<file path="config.mk">
export PLATFORM = sky130hd
export DESIGN_NAME = uart_fifo_core
export DESIGN_NICKNAME = d
export VERILOG_FILES = /design/src/rtl/uart_fifo_pkg.sv /design/src/rtl/uart_fifo_core.sv
export VERILOG_INCLUDE_DIRS = /design/src /design/src/rtl
export SDC_FILE = /design/constraint.sdc
export NUM_CORES = 1
export LEC_CHECK = 0
export BUFFER_PORTS_ARGS = -buffer_cell sky130_fd_sc_hd__buf_2
export CORE_MARGIN = 4
export CORE_UTILIZATION = 35
export DETAILED_ROUTE_END_ITERATION = 8
export HOLD_SLACK_MARGIN = 0.15
export PLACE_DENSITY_LB_ADDON = 0.12
export SKIP_CTS_REPAIR_TIMING = 1
export SYNTH_ARGS = -nofsm -noshare
export SYNTH_HDL_FRONTEND = slang
export SYNTH_SLANG_ARGS = --single-unit
</file>
<file path="constraint.sdc">
create_clock -name clk_sys -period 3.7 [get_ports clk_sys]
set_input_delay 0.74 -clock clk_sys [delete_from_list [all_inputs] [get_ports clk_sys]]
set_output_delay 0.74 -clock clk_sys [all_outputs]
set_load 0.05 [all_outputs]
</file>
<file path="src/rtl/uart_fifo_defs.svh">
// Constants for the serial FIFO, time-out, baud and DMA pin block.
// Assumes inclusion by bare name from the package and the design file.
`ifndef UART_FIFO_DEFS_SVH
`define UART_FIFO_DEFS_SVH
// Register addresses on the three address pins
`define ADDR_DATA 3'h0
`define ADDR_IER 3'h1
`define ADDR_FCR_ISR 3'h2
`define ADDR_LCR 3'h3
`define ADDR_MCR 3'h4
`define ADDR_LSR 3'h5
`define ADDR_MSR 3'h6
`define ADDR_SPR 3'h7
// Field positions
`define FCR_ENABLE 0
`define FCR_RX_RESET 1
`define FCR_TX_RESET 2
`define FCR_DMA 3
`define LCR_DLAB 7
`define IER_RX 0
`define IER_TX 1
// Reset values
`define RST_BYTE 8'h00
`define RST_SPR 8'hff
`define RST_DIV 16'h0000
// Interrupt identification codes
`define ISR_NONE 4'h1
`define ISR_RX_DATA 4'h4
`define ISR_RX_TIMEOUT 4'hc
`define ISR_TX_EMPTY 4'h2
// Receive trigger levels, selected by FIFO_CONTROL_REG bits 7:6
`define TRIG_0 5'h01
`define TRIG_1 5'h04
`define TRIG_2 5'h08
`define TRIG_3 5'h0e
// Time-out: four bit times per word bit plus twelve
`define TO_MULT 7'h04
`define TO_EXTRA 7'h0c
`define WL_BASE 7'h05
`define TICKS_PER_BIT 4'hf
// FIFO geometry
`define FIFO_DEPTH 16
`define FIFO_AW 4
`endif

</file>
<file path="src/rtl/uart_fifo_pkg.sv">
// Shared types for the serial FIFO block.
// Assumes uart_fifo_defs.svh is on the include path.
`include "uart_fifo_defs.svh"
package uart_fifo_pkg;
	typedef logic [7:0] byte_t;
	typedef logic [`FIFO_AW:0] level_t;
	// Receive-ready pin behaviour in DMA mode
	typedef enum logic {RXP_IDLE, RXP_ASSERTED} rx_pin_e;
endpackage : uart_fifo_pkg

</file>
<file path="src/rtl/uart_fifo_core.sv">
// Transmit and receive FIFOs, receive time-out, baud generator and DMA pins.
// Assumes a serializer and deserializer outside, and synchronous host strobes.
//
// How it works
// - Sixteen-deep transmit and receive FIFOs, both enabled by FIFO_CONTROL_REG bit 0.
// - Receive trigger level programmable; transmit has none.
// - Time-out fires when data waits unread below the trigger level.
// - Data-available and time-out share one priority, enabled by INTERRUPT_ENABLE_REG bit 0.
// - Data-available fires once the count reaches the trigger level.
// - No time-out while the receive FIFO is empty.
// - Time-out count restarts at each stop-bit centre and each data read.
// - Time-out length is four times word length plus twelve bit times.
// - Generator accepts input clocks up to 24 MHz.
// - Generator divides by any 16-bit divisor from 1 to 65535.
// - Baud clock pin runs at sixteen times the bit rate.
// - Divisor held as high and low byte registers.
// - FIFO_CONTROL_REG bit 3 selects DMA mode for both FIFOs' ready pins.
// - Non-DMA receive-ready low when data present; DMA rises on empty.
// - DMA receive-ready falls at trigger level or on time-out.
// - Non-DMA transmit-ready low only when transmit FIFO empty.
// - DMA transmit-ready high only when transmit FIFO full.
// - Divisor bytes reachable only while LINE_CONTROL_REG bit 7 is set.
`timescale 1ns/1ps
`include "uart_fifo_defs.svh"

module sync_fifo #(
	parameter int WIDTH = 8,
	parameter int DEPTH = 16,
	parameter int AW = 4
) (
	input wire logic clk_sys, // System clock
	input wire logic rst, // Synchronous reset
	input wire logic flush, // Empties the FIFO
	input wire logic one_deep, // Capacity limited to one word
	input wire logic in_valid, // Write request
	output logic in_ready, // Room available
	input wire logic [WIDTH-1:0] in_data, // Write data
	output logic out_valid, // Data available
	input wire logic out_ready, // Read request
	output logic [WIDTH-1:0] out_data, // Head of FIFO
	output logic [AW:0] level // Words held
);
	logic [WIDTH-1:0] mem [DEPTH];
	logic [AW-1:0] wr_ptr_r;
	logic [AW-1:0] rd_ptr_r;
	logic [AW:0] count_r;
	logic push;
	logic pop;

	// Handshake terms, capacity shrinks to one in holding mode
	assign in_ready = count_r < (one_deep ? (AW+1)'(1) : (AW+1)'(DEPTH));
	assign out_valid = count_r != '0;
	assign out_data = mem[rd_ptr_r];
	assign level = count_r;
	assign push = in_valid && in_ready;
	assign pop = out_valid && out_ready;

	// Storage
	always_ff @(posedge clk_sys) begin
		if (push) begin
			mem[wr_ptr_r] <= in_data;
		end
	end

	// Pointers and count
	always_ff @(posedge clk_sys) begin
		if (rst || flush) begin
			wr_ptr_r <= '0;
			rd_ptr_r <= '0;
			count_r <= '0;
		end else begin
			if (push) begin
				wr_ptr_r <= wr_ptr_r + 1'b1;
			end
			if (pop) begin
				rd_ptr_r <= rd_ptr_r + 1'b1;
			end
			count_r <= count_r + (AW+1)'(push) - (AW+1)'(pop);
		end
	end
endmodule : sync_fifo

module uart_fifo_core
	import uart_fifo_pkg::*;
(
	input wire logic clk_sys, // Oscillator input clock
	input wire logic rst, // Synchronous reset
	input wire logic [2:0] addr, // Register address pins
	input wire logic wr_en, // Register write strobe
	input wire logic rd_en, // Register read strobe
	input wire logic [7:0] wdata, // Write data bus
	output logic [7:0] rdata, // Read data, one cycle after rd_en
	input wire logic rx_char_valid, // Deserializer offers a character
	input wire logic [7:0] rx_char_data, // Received character
	output logic rx_char_ready, // Receive FIFO has room
	input wire logic rx_stop_centre, // Pulse at centre of a stop bit
	output logic tx_char_valid, // Transmit FIFO holds data
	output logic [7:0] tx_char_data, // Character for the serializer
	input wire logic tx_char_ready, // Serializer takes the character
	output logic sample_tick, // One-cycle 16x sample pulse
	output logic baud_clock_out_n, // 16x baud clock pin
	output logic receive_ready_n, // Receive ready pin
	output logic transmit_ready_n, // Transmit ready pin
	output logic irq // Interrupt request, high active
);
	byte_t ier_r, lcr_r, mcr_r, spr_r, rdata_r;
	logic fifo_en_r, dma_r, timeout_r, tick_r, baud_r, tx_ready_n_r, irq_r;
	logic [1:0] trig_sel_r;
	logic [7:0] baud_divisor_high, baud_divisor_low;
	logic [15:0] div_cnt_r;
	logic [3:0] tick_cnt_r;
	logic [6:0] to_cnt_r, to_limit;
	rx_pin_e rx_pin_r;
	logic dlab, fcr_wr, rx_flush, tx_flush, rhr_rd, thr_wr;
	logic rx_valid, tx_in_ready, tx_empty, rx_at_trig, rx_avail;
	logic div_hit, bit_tick, to_restart;
	byte_t rx_head;
	level_t rx_level, tx_level;
	logic [3:0] isr_code;

	// Trigger level decode, used by the interrupt and pin logic
	function automatic level_t trig_level(input logic [1:0] sel);
		case (sel)
			2'd0: trig_level = `TRIG_0;
			2'd1: trig_level = `TRIG_1;
			2'd2: trig_level = `TRIG_2;
			default: trig_level = `TRIG_3;
		endcase
	endfunction : trig_level

	// Access decode
	assign dlab = lcr_r[`LCR_DLAB];
	assign fcr_wr = wr_en && addr == `ADDR_FCR_ISR;
	assign rx_flush = fcr_wr && (wdata[`FCR_RX_RESET] || wdata[`FCR_ENABLE] != fifo_en_r);
	assign tx_flush = fcr_wr && (wdata[`FCR_TX_RESET] || wdata[`FCR_ENABLE] != fifo_en_r);
	assign rhr_rd = rd_en && addr == `ADDR_DATA && !dlab;
	assign thr_wr = wr_en && addr == `ADDR_DATA && !dlab;

	// Receive and transmit FIFOs
	sync_fifo #(.WIDTH(8), .DEPTH(`FIFO_DEPTH), .AW(`FIFO_AW)) u_rx_fifo (
		.clk_sys(clk_sys),
		.rst(rst),
		.flush(rx_flush),
		.one_deep(!fifo_en_r),
		.in_valid(rx_char_valid),
		.in_ready(rx_char_ready),
		.in_data(rx_char_data),
		.out_valid(rx_valid),
		.out_ready(rhr_rd),
		.out_data(rx_head),
		.level(rx_level)
	);
	sync_fifo #(.WIDTH(8), .DEPTH(`FIFO_DEPTH), .AW(`FIFO_AW)) u_tx_fifo (
		.clk_sys(clk_sys),
		.rst(rst),
		.flush(tx_flush),
		.one_deep(!fifo_en_r),
		.in_valid(thr_wr),
		.in_ready(tx_in_ready),
		.in_data(wdata),
		.out_valid(tx_char_valid),
		.out_ready(tx_char_ready),
		.out_data(tx_char_data),
		.level(tx_level)
	);
	assign tx_empty = tx_level == '0;

	// Receive status: trigger only counts with FIFOs on
	assign rx_at_trig = rx_level >= trig_level(trig_sel_r);
	assign rx_avail = fifo_en_r ? rx_at_trig : rx_valid;

	// Control register writes
	always_ff @(posedge clk_sys) begin
		if (rst) begin
			ier_r <= `RST_BYTE;
			lcr_r <= `RST_BYTE;
			mcr_r <= `RST_BYTE;
			spr_r <= `RST_SPR;
			fifo_en_r <= 1'b0;
			dma_r <= 1'b0;
			trig_sel_r <= 2'd0;
		end else if (wr_en) begin
			case (addr)
				`ADDR_IER: if (!dlab) ier_r <= {4'h0, wdata[3:0]};
				`ADDR_FCR_ISR: begin
					fifo_en_r <= wdata[`FCR_ENABLE];
					dma_r <= wdata[`FCR_DMA];
					trig_sel_r <= wdata[7:6];
				end
				`ADDR_LCR: lcr_r <= wdata;
				`ADDR_MCR: mcr_r <= {3'h0, wdata[4:0]};
				`ADDR_SPR: spr_r <= wdata;
				default: ;
			endcase
		end
	end

	// Divisor bytes share the data and enable addresses under the latch bit
	always_ff @(posedge clk_sys) begin
		if (rst) begin
			baud_divisor_low <= `RST_BYTE; // Divisor resets to zero
			baud_divisor_high <= `RST_BYTE;
		end else if (wr_en && dlab) begin
			if (addr == `ADDR_DATA) begin
				baud_divisor_low <= wdata;
			end
			if (addr == `ADDR_IER) begin
				baud_divisor_high <= wdata;
			end
		end
	end

	// Interrupt identification, data and time-out on one level
	always_comb begin
		if (ier_r[`IER_RX] && timeout_r) begin
			isr_code = `ISR_RX_TIMEOUT;
		end else if (ier_r[`IER_RX] && rx_avail) begin
			isr_code = `ISR_RX_DATA;
		end else if (ier_r[`IER_TX] && tx_empty) begin
			isr_code = `ISR_TX_EMPTY;
		end else begin
			isr_code = `ISR_NONE;
		end
	end

	// Read data register
	always_ff @(posedge clk_sys) begin
		if (rst) begin
			rdata_r <= `RST_BYTE;
		end else if (rd_en) begin
			case (addr)
				`ADDR_DATA: rdata_r <= dlab ? baud_divisor_low : (rx_valid ? rx_head : `RST_BYTE);
				`ADDR_IER: rdata_r <= dlab ? baud_divisor_high : ier_r;
				`ADDR_FCR_ISR: rdata_r <= {{2{fifo_en_r}}, 2'b00, isr_code};
				`ADDR_LCR: rdata_r <= lcr_r;
				`ADDR_MCR: rdata_r <= mcr_r;
				`ADDR_LSR: rdata_r <= {1'b0, tx_empty, tx_empty, 4'h0, rx_valid};
				`ADDR_SPR: rdata_r <= spr_r;
				default: rdata_r <= `RST_BYTE;
			endcase
		end
	end

	// Baud divider: one sample tick per divisor input clocks
	assign div_hit = {baud_divisor_high, baud_divisor_low} != 16'h0000 &&
		div_cnt_r >= {baud_divisor_high, baud_divisor_low} - 16'h0001;
	always_ff @(posedge clk_sys) begin
		if (rst) begin
			div_cnt_r <= `RST_DIV;
			tick_r <= 1'b0;
			baud_r <= 1'b1;
		end else begin
			div_cnt_r <= div_hit ? `RST_DIV : div_cnt_r + 16'h0001;
			tick_r <= div_hit;
			baud_r <= !div_hit;
		end
	end

	// Bit time: sixteen sample ticks
	assign bit_tick = tick_r && tick_cnt_r == `TICKS_PER_BIT;
	always_ff @(posedge clk_sys) begin
		if (rst) begin
			tick_cnt_r <= 4'h0;
		end else if (tick_r) begin
			tick_cnt_r <= tick_cnt_r + 4'h1;
		end
	end

	// Receive time-out counter and flag
	assign to_limit = `TO_MULT * (`WL_BASE + {5'h00, lcr_r[1:0]}) + `TO_EXTRA;
	assign to_restart = rx_stop_centre || rhr_rd;
	always_ff @(posedge clk_sys) begin
		if (rst || to_restart) begin
			to_cnt_r <= 7'h00;
		end else if (bit_tick && to_cnt_r < to_limit) begin
			to_cnt_r <= to_cnt_r + 7'h01;
		end
	end
	always_ff @(posedge clk_sys) begin
		if (rst || !fifo_en_r || !rx_valid || rx_flush) begin
			timeout_r <= 1'b0;
		end else if (!to_restart && to_cnt_r == to_limit && !rx_at_trig) begin
			timeout_r <= 1'b1;
		end else if (to_restart) begin
			timeout_r <= 1'b0;
		end
	end

	// Receive-ready pin
	always_ff @(posedge clk_sys) begin
		if (rst) begin
			rx_pin_r <= RXP_IDLE;
		end else if (!dma_r || !fifo_en_r) begin
			rx_pin_r <= rx_valid ? RXP_ASSERTED : RXP_IDLE;
		end else begin
			case (rx_pin_r)
				RXP_IDLE: if (rx_at_trig || timeout_r) rx_pin_r <= RXP_ASSERTED;
				RXP_ASSERTED: if (!rx_valid) rx_pin_r <= RXP_IDLE;
				default: rx_pin_r <= RXP_IDLE;
			endcase
		end
	end

	// Transmit-ready pin and interrupt line
	always_ff @(posedge clk_sys) begin
		if (rst) begin
			tx_ready_n_r <= 1'b0;
			irq_r <= 1'b0;
		end else begin
			if (dma_r && fifo_en_r) begin
				tx_ready_n_r <= !tx_in_ready;
			end else begin
				tx_ready_n_r <= !tx_empty;
			end
			irq_r <= isr_code != `ISR_NONE;
		end
	end

	// Outputs
	assign rdata = rdata_r;
	assign sample_tick = tick_r;
	assign baud_clock_out_n = baud_r;
	assign receive_ready_n = rx_pin_r != RXP_ASSERTED;
	assign transmit_ready_n = tx_ready_n_r;
	assign irq = irq_r;
endmodule : uart_fifo_core

</file>
-- Word-level counts from Yosys, hierarchy flattened
Memories as Yosys holds them, arrays and structs flattened. A register that Yosys moved wholly into a read port is not among the register bits.
Cells that the tools add are included.
- add/sub/neg operators: 14
- magnitude comparators: 5
- equality and inequality tests: 12
- muxes and demuxes: 25
- bitwise gates (word level): 2
- reductions and logical operators: 56
- operators by type and width (cell ; count):
    8-bit case mux with 7 select lines ; 1
    8-bit two-way mux ; 3
    1-bit logical AND ; 21
    4-bit by 1-bit adder with 4-bit output (second input constant) ; 5
    4-bit two-way mux ; 5
    16-bit by 1-bit adder with 16-bit output (second input constant) ; 1
    16-bit greater-or-equal comparator ; 1
    16-bit nonzero test ; 1
    16-bit by 1-bit subtractor with 16-bit output (second input constant) ; 1
    4-bit case mux with 3 select lines ; 1
    2-bit AND reduction ; 6
    1-bit logical OR ; 11
    1-bit two-way mux ; 11
    5-bit by 1-bit adder with 5-bit output ; 2
    5-bit < comparator ; 2
    5-bit nonzero test ; 2
    5-bit by 1-bit subtractor with 5-bit output ; 2
    3-bit == test (second input constant) ; 3
    1-bit zero test ; 9
    6-bit by 4-bit adder with 7-bit output (second input constant) ; 1
    7-bit by 1-bit adder with 7-bit output (second input constant) ; 1
    7-bit == test ; 1
    7-bit < comparator ; 1
    3-bit by 2-bit == test with 1-bit output (second input constant) ; 2
    other kinds (19) ; 20
- register bits after elaboration: 112
- bits in writable memories: 256
- input port bits: 26
- output and inout port bits: 23
- memories: 2
- memory list (memory ; words ; width ; read ports ; clocked after Yosys merged registers in ; write ports ; line ; text):
    u_rx_fifo.mem ; 16 ; 8 ; 1 ; 1 ; 1 ; uart_fifo_core.sv:43 ; logic [WIDTH-1:0] mem [DEPTH];
    u_tx_fifo.mem ; 16 ; 8 ; 1 ; 1 ; 1 ; uart_fifo_core.sv:43 ;

-- Depth between registers and ports, before layout
Gate-level depths: netlist (run 1).
- word-level depth: 8
- depth in mapped cells: 16
- depth with buffers taken out: 16

-- Cells and area by module
Synthesis (run 1) repeated with hierarchy kept, for this count alone.
- cells, all modules: 1212
- area total of the unflattened synthesis: 16321.9 µm²
- by module, submodules not included (module ; instances ; cells an instance ; area each (µm²) ; sequential area each (µm²)):
    sync_fifo ; 2 ; 325 ; 5810.6 ; 4184.0
    uart_fifo_core ; 1 ; 562 ; 4700.8 ; 1721.7

-- Least setup slack after synthesis (run 1)
OpenSTA, ideal clock, no wires.
- path kind: input to register
- start point: input port addr[0]
- end point: register u_tx_fifo.count_r[4], in the netlist u_tx_fifo.level[4]
- library setup time: 118 ps
- data arrival time: 2960 ps
- slack: 622 ps
- cell stages on the path: 12
- path buffers: 1
- path through: nor4_1 -> nand2_1 -> nor3_1 -> clkbuf_1 -> ha_1 -> inv_1 -> fa_1 -> nor2_1 -> nor2_1 -> o21bai_1 -> xnor2_1 -> nor2_1
- cells in the longest elaborated chain, start to end: 6
- elaborated cells between the ends (all ways): 10
- classes of those cells: add/sub (2); eq/ne (1); reduce/logical (7)
- RTL lines (item ; line ; text):
    from (decl) ; uart_fifo_core.sv:88 ; input wire logic [2:0] addr,
    3-bit zero test ; -- ;
    1-bit logical AND (no source line) ; -- ;
    1-bit logical AND ; uart_fifo_core.sv:137 ; assign thr_wr = wr_en && addr == `ADDR_DATA && !dlab;
    1-bit logical AND ; uart_fifo_core.sv:55 ; assign push = in_valid && in_ready;
    net u_tx_fifo.push ; uart_fifo_core.sv:47 ; logic push;
    5-bit by 1-bit adder with 5-bit output ; uart_fifo_core.sv:78 ; count_r <= count_r + (AW+1)'(push) - (AW+1)'(pop);
    5-bit by 1-bit subtractor with 5-bit output ; uart_fifo_core.sv:78 ;
    to (signal assigned) ; uart_fifo_core.sv:78 ;
    to (decl) ; uart_fifo_core.sv:46 ; logic [AW:0] count_r;
The timed path passes the listed nets, and every way through them passes these cells.
A chain may end at the register's enable or synchronous reset.

-- Worst setup path in the final report (run 1)
- start point: register baud_divisor_low[2]
- end point: register div_cnt_r[2]
- cells in the longest elaborated chain, start to end: 4
- elaborated cells between the ends (all ways): 5
- classes of those cells: add/sub (1); order compare (1); reduce/logical (3)
- RTL lines (item ; line ; text):
    from (decl) ; uart_fifo_core.sv:109 ; logic [7:0] baud_divisor_high, baud_divisor_low;
    from (signal assigned) ; uart_fifo_core.sv:201 ; baud_divisor_low <= `RST_BYTE;
    from (signal assigned) ; uart_fifo_core.sv:205 ; baud_divisor_low <= wdata;
    16-bit by 1-bit subtractor with 16-bit output ; uart_fifo_core.sv:246 ; div_cnt_r >= {baud_divisor_high, baud_divisor_low} - 16'h0001;
    16-bit greater-or-equal comparator ; uart_fifo_core.sv:246 ;
    1-bit logical AND (*) ; uart_fifo_core.sv:245 ; assign div_hit = {baud_divisor_high, baud_divisor_low} != 16'h0000 &&
    2-bit OR reduction (no source line) (*) ; -- ;
    to (signal assigned) ; uart_fifo_core.sv:249 ; div_cnt_r <= `RST_DIV;
    to (signal assigned) ; uart_fifo_core.sv:253 ; div_cnt_r <= div_hit ? `RST_DIV : div_cnt_r + 16'h0001;
    to (decl) ; uart_fifo_core.sv:110 ; logic [15:0] div_cnt_r;
Mark *: on every way between the ends. The rest lies on a longest branch, timed or not.

==> results of run 1 <==
cells in the mapped netlist (23+ instances only):
cell type    n
edfxtp_1   256
dfxtp_1    120
nor2_1      93
nand2_1     91
mux4_2      66
ha_1        56
mux2i_1     43
inv_1       40
a21oi_1     33
xnor2_1     31
and3_1      30
nor3_1      26
nand3_1     25
o21ai_0     24
clkbuf_1    23
xor2_1      23
tightest hold or removal path, delay by kind of cell (launching register included):
kind | cells | cell delay, ns
and+or+nand+nor | 1 | 0.05
DFF | 1 | 0.31
AOI/OAI and AO/OA | 1 | 0.05
per-stage QoR:
| step | setup WS, ns | power [mW] | util, % | area (µm²) | std cells |
|---|---|---|---|---|---|
| CTS | 0.0922 | 11.1 | 40.8 | 18600 | 1859 |
| finish | 0.405 | 10.9 | 40.8 | 18600 | 1859 |
| floorplan | 0.622 | 6.28 | - | 16200 | 1152 |
| detailed placement | 0.104 | 6.88 | 37.8 | 17300 | 1779 |
| global route | 0.0660 | 11.4 | 40.8 | 18600 | 1859 |
| global placement | 0.238 | 6.87 | 37.8 | 17300 | 1779 |
worst max path at each step:
stage | end | slack, ns
2_1_floorplan | u_tx_fifo.level[4] | 0.62
3_3_place_gp | div_cnt_r[12] | 0.24
3_5_place_dp | div_cnt_r[6] | 0.10
4_1_cts | div_cnt_r[4] | 0.09
5_1_grt | div_cnt_r[11] | 0.07
6_report | div_cnt_r[2] | 0.41
per-layer routing:
layer	track usage (%)	vias to the layer above	share of wire, %
met1	24.9	4882	51
met4	3.98	0	1.8
li1	-	4499	-
met2	23.3	186	43
met5	0	-	0
met3	2.54	48	4.2
state kept, by name, summed over array words and instances (netlist names), 4 cells and up, named ones only:
register,flops
rdata,8
lcr_r,8
u_tx_fifo.wr_ptr_r,4
u_rx_fifo.wr_ptr_r,4
ier_r,4
u_rx_fifo.mem,128
u_tx_fifo.mem,128
baud_divisor_low,8
u_tx_fifo.rd_ptr_r,4
u_rx_fifo.rd_ptr_r,4
u_rx_fifo.level,5
tick_cnt_r,4
mcr_r,5
to_cnt_r,7
u_tx_fifo.level,5
baud_divisor_high,8
spr_r,8
div_cnt_r,16
where the power goes:
| group | switching (mW) | internal, mW |
|---|---|---|
| sequential | 0.109 | 4.65 |
| clock | 1.77 | 2.36 |
| combinational | 1.20 | 0.804 |
| total | 3.08 | 7.81 |
kinds of logic (layout without fill, tap and decap cells):
| logic type | count (synthesis) | after routing | synth area share [%] |
|---|---|---|---|
| mux | 120 | 120 | 13.0 |
| simple gates | 342 | 342 | 10.6 |
| flops | 376 | 376 | 62.1 |
| buf+inv | 90 | 197 | 2.28 |
| compound gates | 112 | 112 | 4.55 |
| fa+ha+maj | 58 | 58 | 4.56 |
| xor+xnor | 54 | 54 | 2.91 |
cells in the final DEF, fill, tap and decap left out, types with 11 or more instances in the layout:
| cell | n |
|---|---|
| a21oi_1 | 33 |
| and3_1 | 30 |
| buf_2 | 48 |
| buf_4 | 27 |
| clkbuf_1 | 11 |
| clkbuf_16 | 44 |
| dfxtp_1 | 119 |
| edfxtp_1 | 256 |
| ha_1 | 56 |
| inv_1 | 40 |
| mux2i_1 | 43 |
| mux4_2 | 66 |
| nand2_1 | 91 |
| nand3_1 | 25 |
| nor2_1 | 93 |
| nor2b_1 | 13 |
| nor3_1 | 26 |
| o21ai_0 | 24 |
| xnor2_1 | 31 |
| xor2_1 | 23 |
final cells by class:
cell class / instances / area share (%)
Sequential cell: 376 / 54.2
Multi-Input combinational cell: 686 / 31.2
Clock buffer: 55 / 6.13
Tap cell: 600 / 4.03
Timing Repair Buffer: 76 / 2.49
Clock inverter: 25 / 1.17
Inverter: 41 / 0.826
==> results.json, run 1 <==
{
  "grt_remaining_overflow": 0,
  "rr_worst_depth": 10,
  "drt_iter0_drc": 677,
  "clk_latency_ns": 0.57,
  "async_reset_ff_share_pct": 0,
  "relSlewSlack_pct": 25.6,
  "holdPathEnd": "lcr_r[2]",
  "drive_gt1_share_pct": 17.9,
  "htreeDepth": 2,
  "gp_congestion": 0.764,
  "setup_viol": 0,
  "holdPathStages": 2,
  "synth_edf_count": 256,
  "layout_worst_path_cycle_share_pct": 89.0,
  "coreArea_um2": 45700,
  "irDropWorstVdd_mv": 0.356,
  "netlist_instances": 1152,
  "cp.required_ns": 4.11,
  "initial_core_util_pct": 35.6,
  "cp_num_buf_inv": 0,
  "yosysWarnings": 0,
  "hp-class": "flip-flop to flip-flop",
  "p_leak_nw": 6.43,
  "cts.clk_slew.worst_paths_ns": 0.06,
  "power.density_nw_per_um2": 585,
  "clk_path_buf_depth": 3,
  "cp_top_family": "simple AND/OR/NAND/NOR gates",
  "fillers": 4244,
  "timing.rr.end": "div_cnt_r[2]",
  "ant_nets": 0,
  "netlist_area_um2": 16200,
  "min_period_ns": 3.29,
  "status": "completed",
  "wl_per_cell_um": 21.5,
  "grt_pass1_wl_um": 61300,
  "drv_slew": 0,
  "cp_num_cells": 10,
  "viasPerCell": 5.17,
  "n_antenna_cell": 0,
  "root_buffer": "clkbuf_16",
  "regToRegSetupSlack_ns": 0.41,
  "ys_ff_latch": 376,
  "worstPathArrival_ns": 3.71,
  "antenna_found_initial": 1,
  "wl_um": 40000,
  "dpl.hpwl_um": 26300,
  "cp_slowest_cell": "a211oi_4",
  "ios": 49,
  "die_x_um": 223,
  "grt_max_degree": 33,
  "ys_types": 69,
  "cpMostUsedCell": "nor3_1",
  "synth_flop_cell": "edfxtp_1",
  "die_area_um2": 49900,
  "grtUsageTotal_pct": 16.0,
  "crit_start": "baud_divisor_low[2]",
  "yosysTopAreaCell": "edfxtp_1",
  "setup-tns-final_ns": 0,
  "hold_viol": 0,
  "synth_top_cell_area_share_pct": 47.3,
  "cp-start-kind": "flip-flop",
  "area_delta_synth_final_pct": 14.6,
  "cp-end-kind": "flip-flop",
  "synth_area_leaders": "edfxtp_1, dfxtp_1, mux4_2, ha_1, mux2i_1",
  "syn_area_per_cell_um2": 14.1,
  "die_h_um": 223,
  "critPathMaxFanout": 16,
  "holdCritStartpoint": "lcr_r[2]",
  "numClockSinks": 376,
  "tightest_slew_ns": 1.11,
  "skew_ns": 0.0145,
  "r2r_start": "baud_divisor_low[2]",
  "cap_viol_max_count": 0,
  "grt_setup_unrepaired": "no",
  "cts_made_buffers": 43,
  "yosysSeqAreaShare_pct": 62.1,
  "fmax_ghz": 0.304,
  "rows": 78,
  "drc": 0,
  "vias": 9615,
  "critPathMaxStageDelay_ns": 0.63,
  "hold_ws_ns": 0.457,
  "io_buffers": 48,
  "path_class": "flip-flop to flip-flop",
  "seq_area_um2": 10100,
  "synth_nets": 1236,
  "drt_pass1_iterations": 5,
  "multi_input_area_um2": 5800,
  "tritoncts": "built",
  "layout.nets": 1308,
  "first_global_vias": 9606,
  "cp_cell_sequence": "nor3_1 -> nor4b_2 -> nand2_1 -> nor4_1 -> xnor2_1 -> ha_1 -> and4_1 -> o21ai_0 -> a211oi_4 -> nor3_1"
}
Note: power is estimated with default switching activity, not from simulation.
==> run 2: changes to the inputs <==
--- a/config.mk
+++ b/config.mk
@@ -7,7 +7,6 @@
 export NUM_CORES = 1
 export LEC_CHECK = 0
 export BUFFER_PORTS_ARGS = -buffer_cell sky130_fd_sc_hd__buf_2
-export CORE_MARGIN = 4
 export CORE_UTILIZATION = 35
 export DETAILED_ROUTE_END_ITERATION = 8
 export HOLD_SLACK_MARGIN = 0.15
==> results.json, run 2 (synthesis results as in run 1) <==
{
  "setup-tns-final_ns": 0,
  "numClockSinks": 376,
  "gp_congestion": 0.751,
  "drt_iter0_drc": 790,
  "dpl.hpwl_um": 26100,
  "fmax_ghz": 0.301,
  "hold_viol": 0,
  "hp-class": "flip-flop to flip-flop",
  "wl_met1_um": 19600,
  "layout.nets": 1309,
  "rr_worst_depth": 10,
  "rows": 78,
  "worstPathArrival_ns": 3.74,
  "skew_ns": 0.0238,
  "final_cell_mix": "edfxtp_1, dfxtp_1, nor2_1",
  "grt_max_degree": 33,
  "htreeDepth": 2,
  "die_h_um": 217,
  "n_antenna_cell": 0,
  "holdPathEnd": "lcr_r[2]",
  "clk_latency_ns": 0.57,
  "min_period_ns": 3.32,
  "power.density_nw_per_um2": 573,
  "final_common_cell": "edfxtp_1",
  "grtUsageTotal_pct": 17.0,
  "path_class": "flip-flop to flip-flop",
  "cap_viol_max_count": 0,
  "wl_met2_um": 16800,
  "largestRegisters": "u_rx_fifo.mem x128, u_tx_fifo.mem x128, div_cnt_r x16",
  "p_leak_nw": 6.40,
  "cp_num_buf_inv": 0,
  "cp.required_ns": 4.11,
  "holdCritStartpoint": "lcr_r[2]",
  "vias": 9458,
  "cp-end-kind": "flip-flop",
  "drc": 0,
  "viasPerCell": 5.09,
  "drt_pass1_iterations": 5,
  "wl_um": 39000,
  "dp.cells": 1782,
  "critPathMaxStageDelay_ns": 0.64,
  "cts_made_buffers": 41,
  "die_x_um": 217,
  "r2r_start": "baud_divisor_low[2]",
  "cp_top_family": "simple AND/OR/NAND/NOR gates",
  "crit_start": "baud_divisor_low[2]",
  "drive_gt1_share_pct": 18.0,
  "critPathMaxFanout": 16,
  "cp_cell_sequence": "nor3_1 -> nor4b_2 -> nand2_1 -> nor4_1 -> xnor2_1 -> ha_1 -> and4_1 -> o21ai_0 -> a211oi_4 -> nor3_1",
  "antenna_found_initial": 2,
  "area_delta_synth_final_pct": 14.2,
  "root_buffer": "clkbuf_16",
  "fin_util_pct": 40.7,
  "routed-wl-met3_um": 2060,
  "clk_path_buf_depth": 3,
  "initial_core_util_pct": 35.7,
  "setup_viol": 0,
  "status": "completed",
  "cts.clk_slew.worst_paths_ns": 0.06,
  "irDropWorstVdd_mv": 0.280,
  "stdcell_count": 1858,
  "die_area_um2": 47300,
  "drv_slew": 0,
  "layout_worst_path_cycle_share_pct": 89.9,
  "io_buffers": 48,
  "tightest_slew_ns": 0.727,
  "ant_nets": 0,
  "first_global_vias": 9546,
  "ios": 49,
  "grt_remaining_overflow": 0,
  "cpMostUsedCell": "nor3_1",
  "tritoncts": "built",
  "wl_per_cell_um": 21.0,
  "timing.rr.end": "div_cnt_r[11]",
  "holdPathStages": 2,
  "regToRegSetupSlack_ns": 0.38,
  "relSlewSlack_pct": 51.5,
  "grt_setup_unrepaired": "no",
  "cp-start-kind": "flip-flop",
  "cp_slowest_cell": "a211oi_4",
  "coreArea_um2": 45600,
  "grt_pass1_wl_um": 60000,
  "top_layer": "met5"
}
==> run 2: cell count changes in the layout (fill, tap and decap cells not counted), moves of 2 or more <==
cell,before,now
clkinv_2,8,11
buf_4,27,30
clkinv_1,8,6
clkinv_8,0,2
inv_16,2,0
clkbuf_16,44,41
==> run 2: metal layers <==
metal | vias to the layer above | track usage (%)
met1 | 4732 | 26.1
met5 | - | 0
li1 | 4498 | -
met4 | 2 | 3.71
met2 | 183 | 24.3
met3 | 43 | 3.65
==> run 2: where the power goes <==
group,total (mW),internal (mW),switching (mW)
clock network,3.88,2.20,1.68
logic,2.00,0.804,1.19
registers,4.76,4.65,0.113
total,10.6,7.66,2.98
==> run 2: worst max path at each step <==
stage	endpoint	slack, ns	cells past startpoint
finish	div_cnt_r[11]	0.38	10
global route	div_cnt_r[11]	0.07	12
CTS	div_cnt_r[12]	0.10	10
detailed placement	div_cnt_r[9]	0.14	12
global placement	div_cnt_r[12]	0.24	12
floorplan	u_tx_fifo.level[4]	0.62	12
==> run 2: layout make-up <==
| class | count | area, µm² |
|---|---|---|
| Fill cell | 4174 | 27000 |
| Sequential cell | 376 | 10100 |
| Multi-Input combinational cell | 686 | 5800 |
| Clock buffer | 52 | 1070 |
| Tap cell | 600 | 751 |
| Timing Repair Buffer | 79 | 485 |
| Clock inverter | 24 | 198 |
| Inverter | 41 | 154 |
==> run 2: metrics by stage <==
stage / power [mW] / instance area, µm² / setup slack [ns] / hold slack, ns
floorplan: 6.28 / 16200 / 0.622 / 0.432
global placement: 6.87 / 17300 / 0.245 / 0.443
detailed placement: 6.87 / 17300 / 0.140 / 0.447
CTS: 10.8 / 18500 / 0.103 / 0.452
global route: 11.1 / 18500 / 0.0662 / 0.465
finish: 10.6 / 18500 / 0.375 / 0.455
==> run 2: worst min-delay path: stages (launching register included) <==
cell	delay [ns]
dfxtp_1	0.30
nand2_1	0.05
a21oi_1	0.05
